==> config.mk <==
export PLATFORM = sky130hd
export DESIGN_NAME = dcadc_ctrl
export DESIGN_NICKNAME = d
export VERILOG_FILES = /design/src/dcadc_pkg.sv /design/src/dcadc_ctrl.sv /design/src/dcadc_step_timer.sv
export SDC_FILE = /design/constraint.sdc
export NUM_CORES = 1
export LEC_CHECK = 0
export BUFFER_PORTS_ARGS = -buffer_cell sky130_fd_sc_hd__clkbuf_2
export CAP_MARGIN = 20
export CORE_MARGIN = 8
export CORE_UTILIZATION = 40
export CTS_BUF_LIST = sky130_fd_sc_hd__clkbuf_2 sky130_fd_sc_hd__clkbuf_4 sky130_fd_sc_hd__clkbuf_8
export DETAILED_ROUTE_END_ITERATION = 12
export PLACE_DENSITY = 0.56
export SLEW_MARGIN = 30
export SYNTH_ARGS = -nofsm -noshare
export SYNTH_HDL_FRONTEND = slang
export SYNTH_SLANG_ARGS = --single-unit
export TNS_END_PERCENT = 5
==> constraint.sdc <==
create_clock -name clock_i -period 6 [get_ports clock_i]
set_clock_uncertainty 0.2 [all_clocks]
set_input_delay 0.6 -clock clock_i [delete_from_list [all_inputs] [get_ports clock_i]]
set_output_delay 0.6 -clock clock_i [all_outputs]
set_load 0.05 [all_outputs]
==> src/dcadc_pkg.sv <==
// Constants for the duty-cycle conversion controller
`default_nettype none
package dcadc_pkg;
   localparam int CNT_W = 12;
   localparam logic [CNT_W-1:0] TOTAL_DEFAULT = 12'h0800;
   localparam logic [CNT_W-1:0] CNT_RESET = 12'h0000;
   localparam int STEP_NS = 130;
   localparam int CLK_NS = 10;
   localparam int STEP_CYCLES = (STEP_NS + CLK_NS - 1) / CLK_NS;
   localparam logic [7:0] STEP_LAST = 8'(STEP_CYCLES - 1);
   localparam logic [1:0] PASSES = 2'h2;
   typedef enum logic [1:0] {ST_IDLE, ST_CLEAR, ST_RUN, ST_DONE} dcadc_state_t;
endpackage
`default_nettype wire

==> src/dcadc_ctrl.sv <==
// Duty-cycle conversion controller top level
//
// Overview of operation
// - Sample comparator once per fixed counting step.
// - Sub counter counts charge steps; total counts all.
// - Clear both counters before first sample; total is loaded with 4096 - TOTAL_COUNT instead.
// - Total counter overflows after 2048 steps by default.
// - Input above capacitor drives reference select high.
// - Sub counter increments each charge step.
// - Capacitor above input drives low, sub idle.
// - Both decision paths take equal cycles.
// - Total overflow of the second pass ends conversion, presents counts.
// - Counters up to 12 bits, total selectable.
// - Window equals total count times step.
// - Two passes; first discarded, second gives result.
// - Input equals reference times sub over total.
`timescale 1ns/100ps
`default_nettype none
module dcadc_ctrl #(
   parameter int W = dcadc_pkg::CNT_W,
   parameter logic [11:0] TOTAL_COUNT = dcadc_pkg::TOTAL_DEFAULT
) (
   input wire logic clock_i,
   input wire logic arst_n_i,
   input wire logic start_i,
   input wire logic comparator_sense_input_i,
   output logic charge_path_o,
   output logic discharge_path_o,
   output logic busy_o,
   output logic done_o,
   output logic [W-1:0] sub_count_o,
   output logic [W-1:0] total_count_o
);
   dcadc_pkg::dcadc_state_t state;
   dcadc_pkg::dcadc_state_t next_state;
   logic [W-1:0] sub_cnt;
   logic [W-1:0] next_sub_cnt;
   logic [W:0] tot_cnt;
   logic [W:0] next_tot_cnt;
   logic [1:0] pass;
   logic [1:0] next_pass;
   logic ref_high;
   logic next_ref_high;
   logic [W-1:0] res_sub;
   logic [W-1:0] next_res_sub;
   logic [W-1:0] res_tot;
   logic [W-1:0] next_res_tot;
   logic done;
   logic next_done;
   logic sample;
   logic run;
   logic [W:0] preload;
   logic overflow;
   // Four spare bits cover a full pass of counting cycles
   logic [W+3:0] win_cnt;
   logic [W+3:0] next_win_cnt;

   assign run = (state == dcadc_pkg::ST_RUN);

   dcadc_step_timer u_timer (
      .clock_i(clock_i),
      .arst_n_i(arst_n_i),
      .run_i(run),
      .sample_o(sample)
   );

   // Preload so the carry out lands after TOTAL_COUNT steps
   assign preload = (W+1)'(1) << W;
   assign overflow = tot_cnt[W];

   always_comb begin
      next_state = state;
      next_sub_cnt = sub_cnt;
      next_tot_cnt = tot_cnt;
      next_pass = pass;
      next_ref_high = ref_high;
      next_res_sub = res_sub;
      next_res_tot = res_tot;
      next_done = done;
      unique case (state)
         dcadc_pkg::ST_IDLE, dcadc_pkg::ST_DONE: begin
            if (start_i) begin
               next_state = dcadc_pkg::ST_CLEAR;
               next_pass = 2'h0;
               next_done = 1'b0;
            end
         end
         dcadc_pkg::ST_CLEAR: begin
            next_sub_cnt = '0;
            next_tot_cnt = preload - {1'b0, W'(TOTAL_COUNT)};
            next_state = dcadc_pkg::ST_RUN;
         end
         dcadc_pkg::ST_RUN: begin
            if (overflow) begin
               if (pass + 2'h1 == dcadc_pkg::PASSES) begin
                  next_res_sub = sub_cnt;
                  next_res_tot = W'(TOTAL_COUNT);
                  next_done = 1'b1;
                  next_state = dcadc_pkg::ST_DONE;
               end else begin
                  // Capacitor stays near input across passes
                  next_pass = pass + 2'h1;
                  next_state = dcadc_pkg::ST_CLEAR;
               end
            end else if (sample) begin
               next_ref_high = comparator_sense_input_i;
               if (comparator_sense_input_i) begin
                  next_sub_cnt = sub_cnt + W'(1);
               end
               next_tot_cnt = tot_cnt + (W+1)'(1);
            end
         end
      endcase
   end

   always_ff @(posedge clock_i or negedge arst_n_i) begin
      if (!arst_n_i) begin
         state <= dcadc_pkg::ST_IDLE;
         sub_cnt <= W'(dcadc_pkg::CNT_RESET);
         tot_cnt <= '0;
         pass <= 2'h0;
         ref_high <= 1'b0;
         res_sub <= W'(dcadc_pkg::CNT_RESET);
         res_tot <= W'(dcadc_pkg::CNT_RESET);
         done <= 1'b0;
      end else begin
         state <= next_state;
         sub_cnt <= next_sub_cnt;
         tot_cnt <= next_tot_cnt;
         pass <= next_pass;
         ref_high <= next_ref_high;
         res_sub <= next_res_sub;
         res_tot <= next_res_tot;
         done <= next_done;
      end
   end

   assign charge_path_o = ref_high;
   assign discharge_path_o = !ref_high;
   // Busy covers the clear cycles too
   assign busy_o = (state != dcadc_pkg::ST_IDLE) && (state != dcadc_pkg::ST_DONE);
   assign done_o = done;
   assign sub_count_o = res_sub;
   assign total_count_o = res_tot;

   // Cycles spent counting in one pass; feeds the window check only
   always_comb begin
      next_win_cnt = win_cnt;
      if (state == dcadc_pkg::ST_CLEAR) begin
         next_win_cnt = '0;
      end else if (run && !overflow) begin
         next_win_cnt = win_cnt + (W+4)'(1);
      end
   end

   always_ff @(posedge clock_i or negedge arst_n_i) begin
      if (!arst_n_i) begin
         win_cnt <= '0;
      end else begin
         win_cnt <= next_win_cnt;
      end
   end
endmodule
`default_nettype wire

==> src/dcadc_step_timer.sv <==
// Fixed-length step timer, flags the sampling cycle of each step
`timescale 1ns/100ps
`default_nettype none
module dcadc_step_timer #(
   parameter logic [7:0] LAST = dcadc_pkg::STEP_LAST
) (
   input wire logic clock_i,
   input wire logic arst_n_i,
   input wire logic run_i,
   output logic sample_o
);
   logic [7:0] count;
   logic [7:0] next_count;

   always_comb begin
      next_count = 8'h00;
      if (run_i && count != LAST) begin
         next_count = count + 8'h01;
      end
   end

   always_ff @(posedge clock_i or negedge arst_n_i) begin
      if (!arst_n_i) begin
         count <= 8'h00;
      end else begin
         count <= next_count;
      end
   end

   // Same period whichever decision is taken
   assign sample_o = run_i && (count == LAST);
endmodule
`default_nettype wire
; Word level (Yosys, flattened, before mapping)
; Index checks and enable logic that the tools add are counted.
[classes]
n_lt_le_gt_ge = 0
bitwise = 1
muxes = 20
n_shift = 0
n_div = 0
add_sub_neg = 4
n_mul = 0
eq_ne = 14
reduce_logical = 16
[op_table]
columns = op, n
row1 = $mux 12, 3
row2 = $mux 13, 2
row3 = $pmux 13 s2, 1
row4 = $pmux 12 s2, 1
row5 = $ne 2x2->1 const B, 8
row6 = $add 13x1->13 const B, 1
row7 = $add 12x1->12 const B, 1
row8 = $mux 2, 6
row9 = $reduce_and 4->1, 3
row10 = $reduce_and 3->1, 3
row11 = $add 8x1->8 const B, 1
row12 = $eq 8x4->1 const B, 1
row13 = $mux 8, 1
row14 = $ne 8x4->1 const B, 1
row15 = $eq 2x2->1 const B, 3
row16 = $pmux 2 s3, 1
row17 = $reduce_bool 2->1, 3
row18 = $pmux 2 s2, 1
row19 = $logic_and 1x1->1, 3
row20 = $mux 1, 3
row21 = $add 2x1->2 const B, 1
row22 = $eq 2x1->1 const B, 1
row23 = $logic_not 2->1, 1
row24 = $pmux 1 s2, 1
row25 = 4 further kinds, 4
[totals]
regBits = 52
out_inout_bits = 28
romBits = 0
n_memories = 0
ramBits = 0
latch_bits = 0
input_bits = 4

; Longest topological paths before layout
; Gate-level depths: netlist (run 1).
[depth]
depth_word = 5
mapped_depth = 8

; Modules after synthesis
; Synthesis (run 1) repeated with hierarchy kept, for this count alone.
[hier_totals]
cells_unflattened = 260
area_unflattened_um2 = 2702.6
[by_module_without_submodules]
columns = mod, cells_per_inst, n_inst, seq_area_each_um2, area_per_inst_um2
row1 = dcadc_ctrl, 218, 1, 1101.1, 2297.2
row2 = dcadc_step_timer, 42, 1, 200.2, 405.4

; Least setup slack after synthesis (run 1)
; No wires, ideal clock.
[synth_path]
path_type = register to register
startpoint = register u_timer.count[0]
endpoint = register sub_cnt[10]
stages_incl_launch_ff = 8
n_path_buf = 1
arrival_ns = 1.676
setup_ns = 0.078
synth_period_minus_slack_ns = 1.954
slack_ns = 4.046
path_cell_list = dfrtp_1 -> inv_1 -> ha_1 -> and4b_1 -> buf_6 -> nand3_4 -> or4_1 -> a21oi_1
[synth_via]
elab_chain_cells = 4
[synth_lines]
columns = item, line
row1 = from (decl), dcadc_step_timer.sv:12  ; logic [7:0] count;
row2 = from (signal assigned), dcadc_step_timer.sv:26  ; count <= next_count;
row3 = $eq 8x4->1, dcadc_step_timer.sv:31  ; assign sample_o = run_i && (count == LAST);
row4 = $logic_and 1x1->1, dcadc_step_timer.sv:31
row5 = $ne 2x2->1 (no line), n/a
row6 = $reduce_and 4->1 (no line), n/a
row7 = to (signal assigned), dcadc_ctrl.sv:119  ; sub_cnt <= W'(dcadc_pkg::CNT_RESET);
row8 = to (signal assigned), dcadc_ctrl.sv:128  ; sub_cnt <= next_sub_cnt;
row9 = to (decl), dcadc_ctrl.sv:36  ; logic [W-1:0] sub_cnt;
; No other way between the ends.
; A chain may end at the register's enable or synchronous reset.

; Final worst setup path (run 1)
[layout_path]
startpoint = register state[0]
endpoint = register tot_cnt[7]
[layout_via]
elab_chain_cells = 4
[layout_lines]
columns = item, line
row1 = from (decl), dcadc_ctrl.sv:34  ; dcadc_pkg::dcadc_state_t state;
row2 = from (signal assigned), dcadc_ctrl.sv:118  ; state <= dcadc_pkg::ST_IDLE;
row3 = from (signal assigned), dcadc_ctrl.sv:127  ; state <= next_state;
row4 = $eq 2x2->1, "dcadc_ctrl.sv:58, dcadc_ctrl.sv:80"
row5 = $logic_and 1x1->1, dcadc_step_timer.sv:31
row6 = $ne 2x2->1 (no line), n/a
row7 = $reduce_and 3->1 (no line), n/a
row8 = to (signal assigned), dcadc_ctrl.sv:129  ; tot_cnt <= next_tot_cnt;
row9 = to (decl), dcadc_ctrl.sv:38  ; logic [W:0] tot_cnt;
; Parallel ways exist; a longest one is shown, timed or not.

==> results.py, run 1 <==
metrics = {
    "timing": {
        "setup_tns_ns": 0,
        "finalHoldViolCount": 0,
        "achievable-frequency_ghz": 0.387,
        "final-max-slew-violation-count": 0,
        "period_minus_slack_ns": 2.58,
        "setup_viol_count_final": 0,
        "worst_pin_slew_ns": 0.662,
        "unrepaired_setup_endpoints_after_global_routing": "no",
        "slew_headroom_pct": 55.9,
        "timing.final.crit_share_pct": 43.0,
    },
    "routing": {
        "met3_wl_um": 235,
        "wirelength_met1_um": 2440,
        "wirelength_um": 5240,
        "drc": 0,
        "routed_wire_length_per_instance_um": 14.4,
        "route.antenna.remaining_nets": 0,
        "via_count": 1948,
        "drt-initial-drc-count": 108,
        "number_of_iterations_in_the_first_detailed_routing_pass": 4,
        "top_signal_layer_used": "met4",
        "route.met2.wl_um": 2500,
        "routed_via_density": 5.37,
    },
    "clock_network": {
        "numCtsBuffers": 5,
        "cts_hold_repair.buffers": 0,
        "tritoncts": "yes",
        "cts.clk_slew.worst_paths_ns": 0.11,
        "htreeDepth": 2,
        "clock_path_buffers": 2,
        "clkLatencyLatePin_ns": 0.31,
        "cts_resized": 0,
        "root_buffer": "sky130_fd_sc_hd__clkbuf_8",
        "clock_sinks": 52,
        "post-cts-setup-buffers": 0,
    },
    "cells_and_area": {
        "final_cell_area_sq_um": 2910,
        "antenna_cells_inserted": 0,
        "drive_gt1_share_pct": 18.0,
        "area_growth_from_synthesis_to_layout_pct": 8.73,
        "finalNetCount": 294,
    },
    "power": {
        "switchingPower_mw": 0.155,
        "clkPwrFrac_pct": 35.4,
        "combinationalPowerShare_pct": 5.2,
        "total_internal_power_mw": 0.441,
        "peakVddDrop_mv": 0.0853,
        "total_leakage_power_nw": 1.35,
        "finalPower_mw": 0.596,
        "p_per_area_nw_per_um2": 205,
        "swShare_pct": 26.1,
        "sequential_power_share_pct": 59.4,
    },
    "logic_synthesis": {
        "synth.largest_area_cell": "sky130_fd_sc_hd__dfrtp_1",
        "synth_most_common_cell": "sky130_fd_sc_hd__dfrtp_1",
        "synth_warnings": 0,
        "postSynth.asyncResetShare_pct": 100,
        "yosys_most_used_dff": "sky130_fd_sc_hd__dfrtp_1",
        "synth_largest_type_area_fraction_pct": 48.6,
        "syn-instance-count": 260,
        "synth_sequential_area_ratio_pct": 48.6,
        "yosys_register_bits": 52,
        "synth-edff-count": 0,
        "synth.cell_area_sq_um": 2680,
        "synthTopCellsByCount": "sky130_fd_sc_hd__dfrtp_1, sky130_fd_sc_hd__nand2_1, sky130_fd_sc_hd__nor2_1, sky130_fd_sc_hd__o21ai_0, sky130_fd_sc_hd__a21oi_1",
        "synthesis.area_per_instance_sq_um": 10.3,
        "yosys.cell_types.count": 45,
        "top_cells_by_area_in_the_synthesized_netlist": "sky130_fd_sc_hd__dfrtp_1, sky130_fd_sc_hd__mux2_2, sky130_fd_sc_hd__ha_1",
    },
    "placement": {
        "detailed_place.area_sq_um": 2820,
        "globalplace.congestion": 0.786,
        "place_hpwl_um": 3720,
        "buffer_ports.inserted": 20,
    },
    "setup_path": {
        "r2r.worst_path.cells": 6,
        "crit_path_max_fanout": 15,
        "cp_slowest_stage_delay_ns": 0.58,
        "setup.reg_to_reg.worst_slack_ns": 3.42,
        "rr_startpoint": "state[0]",
        "r2r-end": "tot_cnt[7]",
        "cp-endpoint": "tot_cnt[7]",
        "worstSetupStartpointType": "register",
        "critical_path_required_ns": 6.04,
        "crit_chain": "inv_1 -> ha_1 -> nor2b_1 -> nand3_1 -> or4_1 -> a21oi_1",
        "cpLargestDelayFamily": "simple AND/OR/NAND/NOR gates",
        "crit_path_start": "state[0]",
        "endpoint_kind": "register",
        "critical_path_arrival_ns": 2.62,
        "path_depth": 6,
        "timing.critical_path.buf_inv": 1,
        "critical-path-slowest-cell": "sky130_fd_sc_hd__or4_1",
        "worstSetupPathType": "reg -> reg",
    },
    "floorplan": {
        "floorplan.io_pins": 32,
        "placement_rows": 30,
        "die-area_sq_um": 9580,
        "start_util_pct": 40.3,
        "floorplan.die.height_um": 97.9,
        "chipWidth_um": 97.9,
        "design.core.area_sq_um": 6640,
    },
    "min_path": {
        "min_path_type": "in -> async",
    },
    "outcome": {
        "outcome": "complete, no violations",
    },
    "global_route": {
        "globalRoute.totalOverflow": 0,
        "global_route_wire_length_before_repair_um": 9360,
        "first_global_vias": 1874,
        "grtUsageTotal_pct": 11.7,
        "initial_antenna_violation_count": 0,
        "grt_max_degree": 53,
    },
    "flow_run": {
        "drv.max_cap_violation_count": 0,
    },
}
## cell families after synthesis
group / share of synthesized area [%]
simple gates: 23.4
flops: 48.6
compound gates: 9.57
buf+inv: 5.51
mux: 6.12
xor+xnor: 2.94
fa+ha+maj: 3.73
other cells: 0.140
## worst register-to-register path, cell delays in order (launching register included)
cell and delay, ns:
sky130_fd_sc_hd__dfrtp_1 0.42, sky130_fd_sc_hd__inv_1 0.07, sky130_fd_sc_hd__ha_1 0.45, sky130_fd_sc_hd__nor2b_1 0.33, sky130_fd_sc_hd__nand3_1 0.32, sky130_fd_sc_hd__or4_1 0.58, sky130_fd_sc_hd__a21oi_1 0.14
## how the worst min path moves through the flow
| stage | end | slack [ns] |
|---|---|---|
| 3_3_place_gp | total_count_o[11] | 0.25 |
| 6_report | sub_count_o[5] | 0.20 |
| 4_1_cts | sub_count_o[5] | 0.23 |
| 2_1_floorplan | charge_path_o | 0.10 |
| 3_5_place_dp | total_count_o[11] | 0.25 |
| 5_1_grt | sub_count_o[4] | 0.27 |
## per-layer routing
| metal | GRT usage, % | vias to the layer above |
|---|---|---|
| met1 | 14.5 | 958 |
| met2 | 19.4 | 25 |
| met4 | 3.24 | 0 |
| li1 | - | 959 |
| met5 | 0 | - |
| met3 | 3.34 | 6 |
## sequential cells by signal, summed over array words and instances (netlist names)
| name | count |
|---|---|
| sub_cnt | 12 |
| tot_cnt | 13 |
| total_count_o | 1 |
| done_o | 1 |
| sub_count_o | 12 |
| u_timer.count | 8 |
| state | 2 |
| charge_path_o | 1 |
| pass | 2 |
## placed cells by master (no fill, tap or decap), types with 2 or more instances in the layout
cell type	instances
sky130_fd_sc_hd__dfrtp_1	52
sky130_fd_sc_hd__nand2_1	22
sky130_fd_sc_hd__clkbuf_2	20
sky130_fd_sc_hd__nor2_1	16
sky130_fd_sc_hd__o21ai_0	16
sky130_fd_sc_hd__a21oi_1	14
sky130_fd_sc_hd__nand4_1	12
sky130_fd_sc_hd__nand3_1	12
sky130_fd_sc_hd__mux2_2	11
sky130_fd_sc_hd__conb_1	11
sky130_fd_sc_hd__inv_1	9
sky130_fd_sc_hd__ha_1	8
sky130_fd_sc_hd__or3_1	6
sky130_fd_sc_hd__xnor2_1	5
sky130_fd_sc_hd__nand2b_1	5
sky130_fd_sc_hd__clkbuf_8	5
sky130_fd_sc_hd__xor2_1	4
sky130_fd_sc_hd__and3_1	4
sky130_fd_sc_hd__o31ai_1	4
sky130_fd_sc_hd__mux2i_1	4
sky130_fd_sc_hd__nor3_1	4
sky130_fd_sc_hd__nand4b_1	3
sky130_fd_sc_hd__nor3_4	2
sky130_fd_sc_hd__and4b_1	2
sky130_fd_sc_hd__or2_2	2
sky130_fd_sc_hd__a22o_1	2
sky130_fd_sc_hd__a31oi_1	2
sky130_fd_sc_hd__nor2b_1	2
sky130_fd_sc_hd__and4_2	2
sky130_fd_sc_hd__or4_1	2
sky130_fd_sc_hd__and4_1	2
sky130_fd_sc_hd__o21a_1	2
sky130_fd_sc_hd__clkinvlp_4	2
sky130_fd_sc_hd__buf_4	2
## through the flow
stage | setup WS (ns) | hold WS, ns | cells | util (%)
global placement | 3.55 | 0.248 | 355 | 42.4
floorplan | 4.05 | 0.104 | 270 | -
finish | 3.42 | 0.197 | 363 | 43.9
CTS | 3.43 | 0.227 | 363 | 43.9
detailed placement | 3.43 | 0.251 | 355 | 42.4
global route | 3.19 | 0.267 | 363 | 43.9
## power groups by stage
stage | Clock (mW) | Combinational [mW] | Sequential (mW)
4_1_cts | 0.223 | 0.0316 | 0.354
6_report | 0.211 | 0.0309 | 0.354
2_1_floorplan | 0 | 0.0253 | 0.362
3_5_place_dp | 0 | 0.0315 | 0.361
3_3_place_gp | 0 | 0.0315 | 0.361
5_1_grt | 0.231 | 0.0345 | 0.355
## cell type report
type	count	area, sq um
clock buffer	5	68.8
tap	80	100
clock inverter	3	26.3
inverter	9	33.8
sequential	52	1300
multi-input combinational	192	1270
fill	680	3730
timing repair buffer	22	115
Note: power is estimated with default switching activity, not from simulation.
==> run 2, diff against run 1 <==
--- a/config.mk
+++ b/config.mk
@@ -11,7 +11,7 @@
 export CORE_UTILIZATION = 40
 export CTS_BUF_LIST = sky130_fd_sc_hd__clkbuf_2 sky130_fd_sc_hd__clkbuf_4 sky130_fd_sc_hd__clkbuf_8
 export DETAILED_ROUTE_END_ITERATION = 12
-export PLACE_DENSITY = 0.56
+export PLACE_DENSITY = 0.59
 export SLEW_MARGIN = 30
 export SYNTH_ARGS = -nofsm -noshare
 export SYNTH_HDL_FRONTEND = slang
==> constraint.sdc (replaced) <==
create_clock -name clock_i -period 2.1 [get_ports clock_i]
set_clock_uncertainty 0.2 [all_clocks]
set_input_delay 0.21 -clock clock_i [delete_from_list [all_inputs] [get_ports clock_i]]
set_output_delay 0.21 -clock clock_i [all_outputs]
set_load 0.05 [all_outputs]
==> run 2 against run 1 <==
Compared with the run above:
- utilization rose by 2.4 points
- global-route usage up 0.48 points
- maximum frequency grew 30%
- non-clock buffer count grew 15
- cell count is 4.1% higher
- combinational power grew to 3.2 times the previous value
- clock-buffer cell count is the same
- register-to-register slack got worse by 3.3 ns
- design area up 5.4%
- critical path type unchanged
- largest cell class unchanged
==> results.py, run 2 (synthesis gave the netlist of run 1 again) <==
metrics = {
    "global_route": {
        "globalRoute.totalOverflow": 0,
        "first_global_vias": 2101,
        "grtUsageTotal_pct": 12.2,
        "grt_max_degree": 53,
        "initial_antenna_violation_count": 0,
        "global_route_wire_length_before_repair_um": 9720,
    },
    "outcome": {
        "outcome": "complete, no violations",
    },
    "setup_path": {
        "cpLargestDelayFamily": "simple AND/OR/NAND/NOR gates",
        "worstSetupPathType": "reg -> reg",
        "crit_chain": "inv_1 -> ha_1 -> and4b_1 -> nand3_1 -> buf_4 -> or3_1 -> a21oi_1",
        "crit_path_max_fanout": 8,
        "critical_path_required_ns": 2.13,
        "critical_path_arrival_ns": 2.02,
        "endpoint_kind": "register",
        "worstSetupStartpointType": "register",
        "critical-path-slowest-cell": "sky130_fd_sc_hd__dfrtp_1",
        "cp_slowest_stage_delay_ns": 0.40,
        "timing.critical_path.buf_inv": 2,
    },
    "floorplan": {
        "floorplan.die.height_um": 97.9,
        "chipWidth_um": 97.9,
        "floorplan.io_pins": 32,
        "placement_rows": 30,
        "start_util_pct": 40.3,
        "design.core.area_sq_um": 6640,
        "die-area_sq_um": 9580,
    },
    "power": {
        "sequential_power_share_pct": 58.8,
        "swShare_pct": 26.3,
        "p_per_area_nw_per_um2": 560,
        "combinationalPowerShare_pct": 5.7,
        "switchingPower_mw": 0.452,
        "clkPwrFrac_pct": 35.5,
        "total_internal_power_mw": 1.27,
        "peakVddDrop_mv": 0.367,
        "total_leakage_power_nw": 1.43,
    },
    "timing": {
        "period_minus_slack_ns": 1.99,
        "setup_viol_count_final": 0,
        "setup_tns_ns": 0,
        "unrepaired_setup_endpoints_after_global_routing": "yes",
        "achievable-frequency_ghz": 0.503,
        "finalHoldViolCount": 0,
        "timing.final.crit_share_pct": 94.7,
        "final-max-slew-violation-count": 0,
    },
    "clock_network": {
        "htreeDepth": 2,
        "clkLatencyLatePin_ns": 0.31,
        "clock_sinks": 52,
        "numCtsBuffers": 5,
        "clock_path_buffers": 2,
        "tritoncts": "yes",
        "root_buffer": "sky130_fd_sc_hd__clkbuf_8",
        "post-cts-setup-buffers": 0,
        "cts.clk_slew.worst_paths_ns": 0.10,
    },
    "cells_and_area": {
        "drive_gt1_share_pct": 23.2,
        "fillerInstances": 649,
        "final-instance-count-excl-fill": 378,
        "max_flop_register": "tot_cnt",
        "layout.cells.most_common_list": "sky130_fd_sc_hd__dfrtp_1, sky130_fd_sc_hd__nand2_1, sky130_fd_sc_hd__clkbuf_2",
        "largest_reg_flops": 13,
        "layout.cells.most_common": "sky130_fd_sc_hd__dfrtp_1",
        "antenna_cells_inserted": 0,
        "final_cell_area_sq_um": 3070,
        "finalNetCount": 309,
        "area_growth_from_synthesis_to_layout_pct": 14.6,
    },
    "routing": {
        "routed_via_density": 5.26,
        "via_count": 1987,
        "drc": 0,
        "wirelength_um": 5460,
        "route.antenna.remaining_nets": 0,
        "routed_wire_length_per_instance_um": 14.5,
        "drt-initial-drc-count": 93,
        "number_of_iterations_in_the_first_detailed_routing_pass": 4,
    },
    "placement": {
        "globalplace.congestion": 0.789,
        "post-place-cells": 369,
        "place_hpwl_um": 3940,
        "detailed_place.area_sq_um": 2940,
        "buffer_ports.inserted": 20,
    },
    "flow_run": {
        "drv.max_cap_violation_count": 0,
    },
    "min_path": {
        "min_path_type": "in -> reg",
    },
}
## run 2: worst paths after layout
kind                                    from  cells past startpoint                 to  slack [ns]
hold / removal                       start_i                      4             done_o        0.02
hold reg to reg            total_count_o[11]                      1  total_count_o[11]        0.28
setup reg to reg            u_timer.count[0]                      7         tot_cnt[6]        0.11
setup / recovery            u_timer.count[0]                      7         tot_cnt[6]        0.11
min in group asynchronous           arst_n_i                      3     sub_count_o[4]        0.23
max in group asynchronous           arst_n_i                      3         tot_cnt[3]        1.24
## run 2: repair_timing
item,CTS,global route
endpoints found under the setup margin,0,11
resized for setup,0,6
endpoints found under the hold margin,52,0
hold buffers,1,0
## run 2: worst register-to-register path: cells and delay by family, from the launching register on
family / cells / cell delay [ns]
fa+ha+maj: 1 / 0.15
compound gates: 1 / 0.16
simple gates: 3 / 0.74
flops: 1 / 0.40
buf+inv: 2 / 0.25
## run 2: metrics by stage
| step | hold slack, ns | utilization, % | total power, mW | worst slack (ns) |
|---|---|---|---|---|
| finish | 0.0244 | 46.2 | 1.72 | 0.112 |
| global route | 0.0602 | 46.2 | 1.78 | -0.0177 |
| CTS | 0.0200 | 45.8 | 1.74 | 0.0511 |
| detailed placement | 0.0318 | 44.2 | 1.13 | 0.0932 |
| global placement | 0.0313 | 44.2 | 1.13 | 0.126 |
| floorplan | -0.286 | - | 1.11 | 0.146 |
## run 2: layout make-up
class / count / area [sq um] / area share [%]
inverters: 9 / 33.8 / 1.10
clock inverters: 3 / 27.5 / 0.896
repair buffers: 37 / 246 / 8.03
flip-flops and latches: 52 / 1300 / 42.4
multi-input cells: 192 / 1290 / 42.1
clock buffers: 5 / 68.8 / 2.24
well taps: 80 / 100 / 3.26
## run 2: power by group through the flow
| stage | Clock, mW | Combinational, mW | Sequential [mW] |
|---|---|---|---|
| after floorplan | 0 | 0.0724 | 1.03 |
| after global placement | 0 | 0.0976 | 1.03 |
| after detailed placement | 0 | 0.0980 | 1.03 |
| after CTS | 0.634 | 0.0995 | 1.01 |
| after global routing | 0.660 | 0.107 | 1.01 |
| final | 0.611 | 0.0979 | 1.01 |
## run 2: metal layers
layer | track usage (%) | part of all wire [%]
met5 | 0 | 0
met4 | 4.08 | 1.0
met3 | 3.20 | 4.4
met2 | 20.4 | 48
met1 | 14.8 | 46
==> run 3, diff against run 2 <==
--- a/config.mk
+++ b/config.mk
@@ -7,11 +7,14 @@
 export LEC_CHECK = 0
 export BUFFER_PORTS_ARGS = -buffer_cell sky130_fd_sc_hd__clkbuf_2
 export CAP_MARGIN = 20
+export CORE_ASPECT_RATIO = 1.1
 export CORE_MARGIN = 8
 export CORE_UTILIZATION = 40
 export CTS_BUF_LIST = sky130_fd_sc_hd__clkbuf_2 sky130_fd_sc_hd__clkbuf_4 sky130_fd_sc_hd__clkbuf_8
+export CTS_CLUSTER_SIZE = 20
 export DETAILED_ROUTE_END_ITERATION = 12
 export PLACE_DENSITY = 0.59
+export SKIP_CTS_REPAIR_TIMING = 1
 export SLEW_MARGIN = 30
 export SYNTH_ARGS = -nofsm -noshare
 export SYNTH_HDL_FRONTEND = slang
==> run 3 against run 2 <==
Compared with the run above:
- via count rose by 2.0%
- combinational power barely moved
- register-to-register slack got worse by 0.08 ns
- first-iteration DRC count fell by 34%
- sequential cell count did not move
- maximum frequency fell by 3.9%
- cell count rose by 0.26%
- clock power barely moved
- critical endpoint is now sub_cnt[4]
- worst hold slack improved by 0.013 ns
==> results.py, run 3 (synthesis gave the netlist of run 1 again) <==
metrics = {
    "routing": {
        "drc": 0,
        "drt-initial-drc-count": 61,
        "routed_wire_length_per_instance_um": 15.0,
        "wirelength_met1_um": 2550,
        "number_of_iterations_in_the_first_detailed_routing_pass": 4,
        "met3_wl_um": 244,
        "wirelength_um": 5690,
        "routed_via_density": 5.35,
        "route.antenna.remaining_nets": 0,
        "route.met2.wl_um": 2830,
        "via_count": 2026,
        "top_signal_layer_used": "met4",
    },
    "power": {
        "total_leakage_power_nw": 1.42,
        "p_per_area_nw_per_um2": 563,
        "peakVddDrop_mv": 0.266,
    },
    "clock_network": {
        "numCtsBuffers": 5,
        "clkLatencyLatePin_ns": 0.31,
        "clock_path_buffers": 2,
        "cts.clk_slew.worst_paths_ns": 0.11,
        "root_buffer": "sky130_fd_sc_hd__clkbuf_8",
        "tritoncts": "yes",
        "htreeDepth": 2,
        "clock_sinks": 52,
    },
    "floorplan": {
        "die-area_sq_um": 9580,
        "start_util_pct": 40.9,
        "floorplan.die.height_um": 102,
        "design.core.area_sq_um": 6560,
        "chipWidth_um": 94.0,
        "placement_rows": 31,
        "floorplan.io_pins": 32,
    },
    "setup_path": {
        "r2r-end": "sub_cnt[4]",
        "crit_path_start": "u_timer.count[1]",
        "crit_path_max_fanout": 6,
        "r2r.worst_path.cells": 7,
        "worstSetupStartpointType": "register",
        "critical_path_required_ns": 2.15,
        "cp-endpoint": "sub_cnt[4]",
        "endpoint_kind": "register",
        "rr_startpoint": "u_timer.count[1]",
        "setup.reg_to_reg.worst_slack_ns": 0.03,
        "worstSetupPathType": "reg -> reg",
        "critical_path_arrival_ns": 2.12,
    },
    "global_route": {
        "grtUsageTotal_pct": 12.5,
        "grt_max_degree": 36,
        "globalRoute.totalOverflow": 0,
        "global_route_wire_length_before_repair_um": 9650,
        "initial_antenna_violation_count": 0,
        "first_global_vias": 2018,
    },
    "cells_and_area": {
        "area_growth_from_synthesis_to_layout_pct": 13.9,
        "multi_input_comb_area_sq_um": 1280,
        "sequential_cell_area_sq_um": 1300,
        "fillerInstances": 649,
        "max_flop_register": "tot_cnt",
        "drive_gt1_share_pct": 22.6,
        "antenna_cells_inserted": 0,
        "final_cell_area_sq_um": 3050,
        "layout.cells.most_common_list": "sky130_fd_sc_hd__dfrtp_1, sky130_fd_sc_hd__nand2_1, sky130_fd_sc_hd__clkbuf_2",
        "largest_reg_flops": 13,
        "layout.cells.most_common": "sky130_fd_sc_hd__dfrtp_1",
        "finalNetCount": 308,
    },
    "timing": {
        "achievable-frequency_ghz": 0.483,
        "unrepaired_setup_endpoints_after_global_routing": "yes",
        "worst_pin_slew_ns": 0.515,
        "setup_viol_count_final": 0,
        "slew_headroom_pct": 65.7,
        "final-max-slew-violation-count": 0,
        "finalWorstSetupSlack_ns": 0.0309,
        "setup_tns_ns": 0,
        "finalHoldViolCount": 0,
        "timing.final.crit_share_pct": 98.5,
        "period_minus_slack_ns": 2.07,
    },
    "outcome": {
        "outcome": "complete, no violations",
    },
    "placement": {
        "place_hpwl_um": 4220,
        "buffer_ports.inserted": 20,
        "globalplace.congestion": 0.794,
        "dpl_worst_slack_ns": 0.0362,
        "detailed_place.area_sq_um": 2910,
    },
    "min_path": {
        "min_path_type": "in -> reg",
    },
    "flow_run": {
        "drv.max_cap_violation_count": 0,
    },
}
## run 3: cell types whose count changed in the layout (fill, tap and decap cells not counted), sizes merged
cell      delta
buf          -1
clkbuf       +1
clkinv       -1
clkinvlp     +1
inv          -1
## run 3: critical path, cell delays in order (launching register included)
cell                      delay [ns]
sky130_fd_sc_hd__dfrtp_1        0.43
sky130_fd_sc_hd__inv_1          0.07
sky130_fd_sc_hd__ha_1           0.15
sky130_fd_sc_hd__and4b_1        0.25
sky130_fd_sc_hd__buf_6          0.14
sky130_fd_sc_hd__nand4_1        0.21
sky130_fd_sc_hd__or3_1          0.43
sky130_fd_sc_hd__a21oi_2        0.14
## run 3: worst min-delay path by stage
stage	from	to	slack, ns	depth (start not counted)
detailed placement	arst_n_i	pass[1]	0.0009	1
floorplan	arst_n_i	charge_path_o	-0.29	0
finish	start_i	done_o	0.04	4
global placement	arst_n_i	pass[1]	-0.004	1
global route	start_i	done_o	0.07	4
CTS	arst_n_i	pass[1]	-0.33	1
## run 3: power by group
part | switching (mW) | total (mW) | internal (mW) | leakage [nW]
Sequential | 0.00537 | 1.01 | 1.01 | 0.685
Clock | 0.342 | 0.609 | 0.268 | 0.0434
Combinational | 0.0821 | 0.0980 | 0.0159 | 0.691
Total | 0.429 | 1.72 | 1.29 | 1.42
## run 3: layout make-up
| class | instances | area share [%] |
|---|---|---|
| Sequential cell | 52 | 42.6 |
| Inverter | 9 | 1.11 |
| Tap cell | 82 | 3.36 |
| Timing Repair Buffer | 36 | 7.83 |
| Clock inverter | 2 | 0.492 |
| Multi-Input combinational cell | 192 | 41.9 |
| Clock buffer | 6 | 2.70 |
## run 3: metal layers
layer / global-route usage (%) / vias up
met4: 3.30 / 0
li1: - / 981
met2: 21.9 / 35
met3: 2.79 / 6
met1: 15.2 / 1004
met5: 0 / -
## run 3: stage by stage
stage	power, mW	cells	hold slack (ns)	utilization, %
after floorplan	1.11	270	-0.286	-
after global routing	1.79	379	0.0718	46.6
after global placement	1.13	367	-0.00367	44.4
after detailed placement	1.13	367	0.000939	44.4
final	1.72	379	0.0372	46.6
after CTS	1.74	375	-0.331	45.9
